[src/design/spi_map_pkg.sv]
// Constants, types and reset values for the serial register map
package spi_map_pkg;
  localparam int NREG = 35;
  localparam logic [12:0] ADDR_PORT_CFG = 13'h000;
  localparam logic [12:0] ADDR_CHIP_ID = 13'h001;
  localparam logic [12:0] ADDR_GRADE = 13'h002;
  localparam logic [12:0] ADDR_CHAN = 13'h005;
  localparam logic [12:0] ADDR_XFER = 13'h0ff;
  localparam logic [12:0] ADDR_FUNC_LO = 13'h008;
  localparam logic [12:0] ADDR_SHADOW_HI = 13'h020;
  localparam logic [12:0] ADDR_FUNC_HI = 13'h025;
  localparam logic [12:0] ADDR_FEAT_LO = 13'h03a;
  localparam logic [12:0] ADDR_FEAT_HI = 13'h03e;
  localparam logic [5:0] FEAT_IDX_BASE = 6'h1e;
  localparam logic [5:0] IDX_CLOCK = 6'h01;
  localparam logic [5:0] IDX_OUTMODE = 6'h0c;
  localparam logic [7:0] CLOCK_RST = 8'h01;
  localparam logic [7:0] OUTMODE_RST = 8'h05;
  localparam logic [7:0] PORT_CFG_RST = 8'h18;
  localparam logic [1:0] CHAN_RST = 2'h3;
  localparam logic [7:0] XFER_CMD = 8'h01;
  // Only the clock register is shared; every other bank entry is per channel
  localparam logic [NREG-1:0] GLOBAL_MASK = 35'h000000002;
  localparam int PC_LSB_HI = 6;
  localparam int PC_LSB_LO = 1;
  localparam int PC_SR_HI = 5;
  localparam int PC_SR_LO = 2;
  localparam int INSTR_RW = 15;
  localparam int INSTR_LEN_HI = 14;
  localparam int INSTR_LEN_LO = 13;
  localparam logic [1:0] LEN_STREAM = 2'h3;

  typedef enum logic [1:0] {ST_IDLE = 2'b00, ST_INSTR = 2'b01, ST_DATA = 2'b11, ST_HOLD = 2'b10} frame_e;
  typedef enum logic [2:0] {K_NONE, K_PORT, K_ID, K_GRADE, K_CHAN, K_XFER, K_BANK} kind_e;
  typedef logic [NREG-1:0][7:0] bank_t;
  typedef struct packed {kind_e kind; logic [5:0] idx;} decode_s;
  typedef struct packed {
    logic [2:0] csn_sync; logic [2:0] sclk_sync; logic [2:0] sdio_sync;
    logic csn_lvl; logic sclk_lvl; logic din_lvl;
    frame_e state; logic [3:0] bit_cnt; logic [15:0] shreg; logic [12:0] addr;
    logic is_read; logic [1:0] length; logic [1:0] byte_cnt; logic [7:0] tx;
    logic sdio_out; logic sdio_oe_n; logic lsb_first; logic [1:0] chan_sel; logic xfer;
    logic [1:0][NREG-1:0][7:0] hold; logic [1:0][NREG-1:0][7:0] active;
  } state_s;

  function automatic bank_t bank_default();
    bank_t b;
    b = '0;
    b[IDX_CLOCK] = CLOCK_RST;
    b[IDX_OUTMODE] = OUTMODE_RST;
    return b;
  endfunction

  localparam bank_t BANK_RST = bank_default();
  localparam state_s STATE_RST = '{csn_sync: 3'h7, sclk_sync: 3'h0, sdio_sync: 3'h0, csn_lvl: 1'b1,
    sclk_lvl: 1'b0, din_lvl: 1'b0, state: ST_IDLE, bit_cnt: 4'h0, shreg: 16'h0000, addr: 13'h0000,
    is_read: 1'b0, length: 2'h0, byte_cnt: 2'h0, tx: 8'h00, sdio_out: 1'b0, sdio_oe_n: 1'b1,
    lsb_first: 1'b0, chan_sel: CHAN_RST, xfer: 1'b0, hold: {BANK_RST, BANK_RST},
    active: {BANK_RST, BANK_RST}};
endpackage

[src/design/serial_register_map_shadow.sv]
// Three-wire serial slave with shadowed, per-channel register map
`timescale 1ns/1ps
module serial_register_map_shadow
  import spi_map_pkg::*;
#(
  // Arbitrary neutral value
  parameter logic [7:0] CHIP_ID = 8'h5a,
  parameter logic [1:0] SPEED_GRADE = 2'h0
) (
  input wire logic ref_clk,
  input wire logic rst,
  input wire logic sclk,
  input wire logic chip_select_n,
  input wire logic sdio_in,
  output logic sdio_out,
  output logic sdio_oe_n,
  output bank_t active_a,
  output bank_t active_b
);

  state_s r_ff;
  state_s nxt_r;
  logic sclk_rise;
  logic sclk_fall;
  logic wr_en;
  decode_s rd_dec;
  logic [7:0] wr_data;
  logic soft_hit;
  decode_s wr_dec;

  // Address decode by range
  function automatic decode_s decode(input logic [12:0] a);
    decode_s d;
    d.kind = K_NONE;
    d.idx = 6'h00;
    if (a == ADDR_PORT_CFG) d.kind = K_PORT;
    else if (a == ADDR_CHIP_ID) d.kind = K_ID;
    else if (a == ADDR_GRADE) d.kind = K_GRADE;
    else if (a == ADDR_CHAN) d.kind = K_CHAN;
    else if (a == ADDR_XFER) d.kind = K_XFER;
    else if (a >= ADDR_FUNC_LO && a <= ADDR_FUNC_HI) begin
      d.kind = K_BANK;
      d.idx = 6'(a - ADDR_FUNC_LO);
    end else if (a >= ADDR_FEAT_LO && a <= ADDR_FEAT_HI) begin
      d.kind = K_BANK;
      d.idx = 6'(a - ADDR_FEAT_LO) + FEAT_IDX_BASE;
    end
    return d;
  endfunction

  function automatic logic shadowed(input logic [5:0] idx);
    return (idx <= 6'(ADDR_SHADOW_HI - ADDR_FUNC_LO)) || (idx >= FEAT_IDX_BASE);
  endfunction

  function automatic logic [7:0] read_byte(input state_s s, input logic [12:0] a);
    decode_s d;
    d = decode(a);
    case (d.kind)
      // mirrored readback, soft reset reads clear
      K_PORT: read_byte = {1'b0, s.lsb_first, 1'b0, 1'b1, 1'b1, 1'b0, s.lsb_first, 1'b0};
      K_ID: read_byte = CHIP_ID;
      K_GRADE: read_byte = {2'h0, SPEED_GRADE, 4'h0};
      K_CHAN: read_byte = {6'h00, s.chan_sel};
      K_XFER: read_byte = {7'h00, s.xfer};
      // channel B only when it alone is selected
      K_BANK: read_byte = (!GLOBAL_MASK[d.idx] && s.chan_sel == 2'b10) ? s.hold[1][d.idx] : s.hold[0][d.idx];
      default: read_byte = 8'h00;
    endcase
  endfunction

  always_comb begin
    nxt_r = r_ff;
    wr_en = 1'b0;
    wr_data = 8'h00;
    soft_hit = 1'b0;
    wr_dec = decode(r_ff.addr);
    // Three-stage pin sampling, change accepted when stages two and three agree
    nxt_r.csn_sync = {r_ff.csn_sync[1:0], chip_select_n};
    nxt_r.sclk_sync = {r_ff.sclk_sync[1:0], sclk};
    nxt_r.sdio_sync = {r_ff.sdio_sync[1:0], sdio_in};
    if (r_ff.csn_sync[1] == r_ff.csn_sync[2]) nxt_r.csn_lvl = r_ff.csn_sync[2];
    if (r_ff.sclk_sync[1] == r_ff.sclk_sync[2]) nxt_r.sclk_lvl = r_ff.sclk_sync[2];
    if (r_ff.sdio_sync[1] == r_ff.sdio_sync[2]) nxt_r.din_lvl = r_ff.sdio_sync[2];
    sclk_rise = nxt_r.sclk_lvl & ~r_ff.sclk_lvl;
    sclk_fall = ~nxt_r.sclk_lvl & r_ff.sclk_lvl;

    // one-cycle copy of every shadowed entry
    if (r_ff.xfer) begin
      for (int ch = 0; ch < 2; ch++) begin
        for (int i = 0; i < NREG; i++) begin
          if (shadowed(6'(i))) nxt_r.active[ch][i] = r_ff.hold[ch][i];
        end
      end
      nxt_r.xfer = 1'b0;
    end

    if (nxt_r.csn_lvl) begin
      nxt_r.state = ST_IDLE;
      nxt_r.sdio_oe_n = 1'b1;
    end else if (r_ff.csn_lvl) begin
      nxt_r.state = ST_INSTR;
      nxt_r.bit_cnt = 4'h0;
      nxt_r.sdio_oe_n = 1'b1;
    end else begin
      if (sclk_rise && (r_ff.state == ST_INSTR || r_ff.state == ST_DATA)) begin
        // shift order follows the port configuration
        nxt_r.shreg = r_ff.lsb_first ? {nxt_r.din_lvl, r_ff.shreg[15:1]} : {r_ff.shreg[14:0], nxt_r.din_lvl};
        nxt_r.bit_cnt = r_ff.bit_cnt + 4'h1;
        if (r_ff.state == ST_INSTR && r_ff.bit_cnt == 4'hf) begin
          nxt_r.is_read = nxt_r.shreg[INSTR_RW];
          nxt_r.length = nxt_r.shreg[INSTR_LEN_HI:INSTR_LEN_LO];
          nxt_r.addr = nxt_r.shreg[12:0];
          nxt_r.byte_cnt = 2'h0;
          nxt_r.bit_cnt = 4'h0;
          nxt_r.state = ST_DATA;
          nxt_r.tx = read_byte(r_ff, nxt_r.shreg[12:0]);
        end else if (r_ff.state == ST_DATA && r_ff.bit_cnt == 4'h7) begin
          nxt_r.bit_cnt = 4'h0;
          if (!r_ff.is_read) begin
            wr_en = 1'b1;
            wr_data = r_ff.lsb_first ? nxt_r.shreg[15:8] : nxt_r.shreg[7:0];
          end
          // Streaming walks down in MSB-first order, up in LSB-first order
          nxt_r.addr = r_ff.lsb_first ? r_ff.addr + 13'h0001 : r_ff.addr - 13'h0001;
          nxt_r.byte_cnt = r_ff.byte_cnt + 2'h1;
          nxt_r.tx = read_byte(r_ff, nxt_r.addr);
          if (r_ff.length != LEN_STREAM && r_ff.byte_cnt == r_ff.length) nxt_r.state = ST_HOLD;
        end
      end
      // drive read data on falling edges after the instruction
      if (sclk_fall && r_ff.state == ST_DATA && r_ff.is_read) begin
        nxt_r.sdio_out = r_ff.lsb_first ? r_ff.tx[0] : r_ff.tx[7];
        nxt_r.tx = r_ff.lsb_first ? {1'b0, r_ff.tx[7:1]} : {r_ff.tx[6:0], 1'b0};
        nxt_r.sdio_oe_n = 1'b0;
      end
    end

    if (wr_en) begin
      case (wr_dec.kind)
        K_PORT: begin
          nxt_r.lsb_first = wr_data[PC_LSB_HI] | wr_data[PC_LSB_LO];
          soft_hit = wr_data[PC_SR_HI] | wr_data[PC_SR_LO];
        end
        K_CHAN: nxt_r.chan_sel = wr_data[1:0];
        // Set placed after the autoclear so a new command is never lost
        K_XFER: if (wr_data == XFER_CMD) nxt_r.xfer = 1'b1;
        K_BANK: begin
          for (int ch = 0; ch < 2; ch++) begin
            // steer by index bits; both; global both
            if (GLOBAL_MASK[wr_dec.idx] || r_ff.chan_sel[ch]) begin
              // holding copy for every entry; active copy written at once only for unshadowed entries
              nxt_r.hold[ch][wr_dec.idx] = wr_data;
              if (!shadowed(wr_dec.idx)) nxt_r.active[ch][wr_dec.idx] = wr_data;
            end
          end
        end
        // Unsupported addresses are left untouched
        default: ;
      endcase
    end

    if (soft_hit) begin
      nxt_r.hold = {BANK_RST, BANK_RST};
      nxt_r.active = {BANK_RST, BANK_RST};
      nxt_r.chan_sel = CHAN_RST;
      nxt_r.lsb_first = 1'b0;
      nxt_r.xfer = 1'b0;
    end
    rd_dec = decode(nxt_r.shreg[12:0]);
  end

  always_ff @(posedge ref_clk or posedge rst) begin
    if (rst) begin
      r_ff <= STATE_RST;
    end else begin
      r_ff <= nxt_r;
    end
  end

  assign sdio_out = r_ff.sdio_out;
  assign sdio_oe_n = r_ff.sdio_oe_n;
  assign active_a = r_ff.active[0];
  assign active_b = r_ff.active[1];
endmodule

[config.mk]
export PLATFORM = sky130hd
export DESIGN_NAME = serial_register_map_shadow
export DESIGN_NICKNAME = d
export VERILOG_FILES = /design/src/design/spi_map_pkg.sv /design/src/design/serial_register_map_shadow.sv
export SDC_FILE = /design/constraint.sdc
export NUM_CORES = 2
export LEC_CHECK = 0
export BUFFER_PORTS_ARGS = -buffer_cell sky130_fd_sc_hd__buf_4
export CAP_MARGIN = 25
export CORE_MARGIN = 2
export CORE_UTILIZATION = 56
export DETAILED_ROUTE_END_ITERATION = 12
export PLACE_DENSITY = 0.72
export SYNTH_ARGS = -nofsm -noshare
export SYNTH_HDL_FRONTEND = slang
export SYNTH_SLANG_ARGS = --single-unit
[constraint.sdc]
create_clock -name ref_clk -period 101.9 [get_ports ref_clk]
set_clock_uncertainty 0.15 [all_clocks]
set_input_delay 5.095 -clock ref_clk [delete_from_list [all_inputs] [get_ports ref_clk]]
set_output_delay 5.095 -clock ref_clk [all_outputs]
set_load 0.05 [all_outputs]
==> impl_metrics.toml <==
[route]
viasPerCell = 6.80
drc = 0
dr.pass1.iters = 9
final_antenna_net_count = 0
drt-total-wl_um = 270000
wire_per_inst_um = 33.0
drtIter0Drc = 8080
num_vias = 55600

[timing]
rsz0062_at_grt = "false"
hold_viol_final = 0
setup_viol = 0
fin_crit_sh_pct = 8.33
whs_ns = 0.174
fin_crit_ns = 8.48
fmax_mhz = 118
maxSlewHeadroom_pct = 19.1
worst_pin_slew_ns = 1.21
setup-tns-final_ns = 0
final_max_slew_viol_count = 0

[synth]
synth_area_um2 = 62500
netlist_instances = 6707
synth_xor_area_share_pct = 0.372
ys_warn_count = 0
synth_ff_type = "dfrtp_1"
synthArstFlopShare_pct = 100
synth-simple-area-share_pct = 16.0
synth_common_cells = "1172 x nand2_1, 1167 x dfrtp_1, 681 x nor2_1, 589 x mux2i_1, 573 x buf_4"
synth_compound_area_share_pct = 15.3
synth_top_family_by_area = "simple AND/OR/NAND/NOR gates"
synth_fp_nets = 6740
yosysSeqAreaShare_pct = 47.5
synth_area_leader_cell = "dfrtp_1"
synth_adder_area_share_pct = 0.592
synth_edf_count = 0
synth-seq-cells = 1186
synthMostInstantiatedCell = "nand2_1"
synthMuxAreaShare_pct = 10.4
synth_area_leaders = "dfrtp_1 47%, mux2i_1 9.4%, nand2_1 7.0%, buf_4 6.9%, o21ai_0 4.2%"
syn_avg_cell_area_um2 = 9.32
yosys.cell_types.count = 107
yosysTopAreaCellShare_pct = 46.7

[power_and_ir_drop]
swShare_pct = 27.9
pwr-share-clk_pct = 43.9
seqPwrFrac_pct = 45.1
p_comb_share_pct = 11.0
vdd_drop_max_v = 0.0000141
p_switching_uw = 295
p_leak_uw = 0.0308
cellPowerDensity_nw_per_um2 = 15.4
power.internal_uw = 761

[floorplanning]
num_rows = 122
ios = 567
core_um2 = 111000
fp.dieArea_um2 = 114000
initial_core_util_pct = 56.5
die_h_um = 338
die_w_um = 338

[worst_setup_path]
crit_arrival_ns = 9.13
slowest_stage = "buf_4"
crit_path_start_kind = "input pin"
slowest_delay_ns = 0.83
worstPathRequired_ns = 102.55
path_class = "input pin to async pin"
cp_max_fo = 107
end_kind = "async pin"
crit_top_cell = "buf_4"
cp_cell_sequence = "buf_4 -> inv_8 -> buf_4 -> buf_4 -> buf_4 -> buf_4"

[cts]
clockBufferDepth = 3
clock-sinks = 1186
cts_setup_buffers = 0
htree_levels = 3
postCtsResizedCells = 0
hold_buffers = 0
root_buffer = "clkbuf_16"
numCtsBuffers = 120
clk-insertion-delay-late_ns = 0.77
path_clk_slew_ns = 0.06
cts_tree = "built"

[run]
drv_cap = 0

[global_route]
antenna_found_initial = 20
grt_max_degree = 152
grt_pass1_vias = 52000
overflow = 0
grt_pass1_wl_um = 382000
track_usage_pct = 45.8

[cells_and_area]
nFillCells = 9153
final_core_util_pct = 61.9
area_delta_synth_final_pct = 9.54
design_area_um2 = 68500
drive_gt1_share_pct = 16.2
nets = 6599

[place]
hpwl_um = 192000
placed_cell_area_um2 = 64100
io_buffers = 566
gp_congestion = 1.06

[outcome]
status = "complete, no violations"

[worst_hold_path]
hp-class = "flip-flop to flip-flop"
[registers in the layout, indices dropped and copies added, names as in the netlist]
name,cells
r_ff,618
active_a,280
nxt_r,6
active_b,280
sdio_oe_n,1
sdio_out,1
[layer usage]
layer  vias to the layer above  global-route usage [%]  share of wire [%]
li1                      22800                       -                  -
met1                     27400                    60.3                 38
met2                      4309                    65.0                 42
met3                      1075                    16.9                 13
met4                        12                    26.3                7.1
met5                         -                       0              0.028
[path summary, 6_finish.rpt]
kind	from	endpoint	slack (ns)	depth (start not counted)
max in group ref_clk	r_ff[1139]	r_ff[1131]	93.46	20
min reg2reg	nxt_r[1184]	nxt_r[1185]	0.17	0
max	rst	r_ff[1022]	93.42	6
min	nxt_r[1184]	nxt_r[1185]	0.17	0
max reg2reg	r_ff[1139]	r_ff[1131]	93.46	20
min in group asynchronous	rst	active_a[92]	4.31	2
[power groups by stage]
stage          sequential [uW]  clock [uW]  combinational [uW]
6_report                   476         463                 116
5_1_grt                    476         483                 119
4_1_cts                    476         464                 110
3_5_place_dp               485           0                 110
3_3_place_gp               485           0                 109
2_1_floorplan              485           0                66.6
[through the flow]
step | setup slack [ns] | total power, uW | std cells
floorplan | 63.28 | 551 | 6707
global placement | 92.59 | 594 | 7904
detailed placement | 92.55 | 594 | 7914
CTS | 93.31 | 1050 | 8141
global route | 92.78 | 1080 | 8159
finish | 93.42 | 1060 | 8172
[placed cells by master, fill, tap and decap left out, types with 68 or more instances in the layout]
cell	netlist	layout
nand2_1	1172	1161
nor3_1	78	75
nor2_1	681	668
dfrtp_1	1167	1164
o21ai_0	528	528
o21ai_1	73	68
buf_4	573	716
a22o_1	208	208
clkbuf_16	0	120
nand3_1	227	226
a21oi_1	177	174
mux2i_1	589	589
[area by class of cell]
cell class / instances / area, um2 / area share, %
Sequential cell: 1186 / 29700 / 43.4
Multi-Input combinational cell: 4495 / 26900 / 39.3
Timing Repair Buffer: 743 / 5760 / 8.41
Clock buffer: 176 / 3470 / 5.07
Tap cell: 1488 / 1860 / 2.72
Clock inverter: 51 / 679 / 0.992
Inverter: 20 / 82.6 / 0.121
Antenna cell: 13 / 32.5 / 0.0475
[cell families (layout without fill, tap and decap cells)]
family          after synthesis  in the layout
mux                         622            622
fa+ha+maj                    30             30
other cells                   0             13
xor+xnor                     21             21
flops                      1186           1186
simple gates               2381           2381
compound gates             1441           1441
buf+inv                    1026            990
[critical path, delay by kind of cell]
kind	cells	cell delay, ns
buffers and inverters	6	3.76
(Power assumes the default switching activity.)
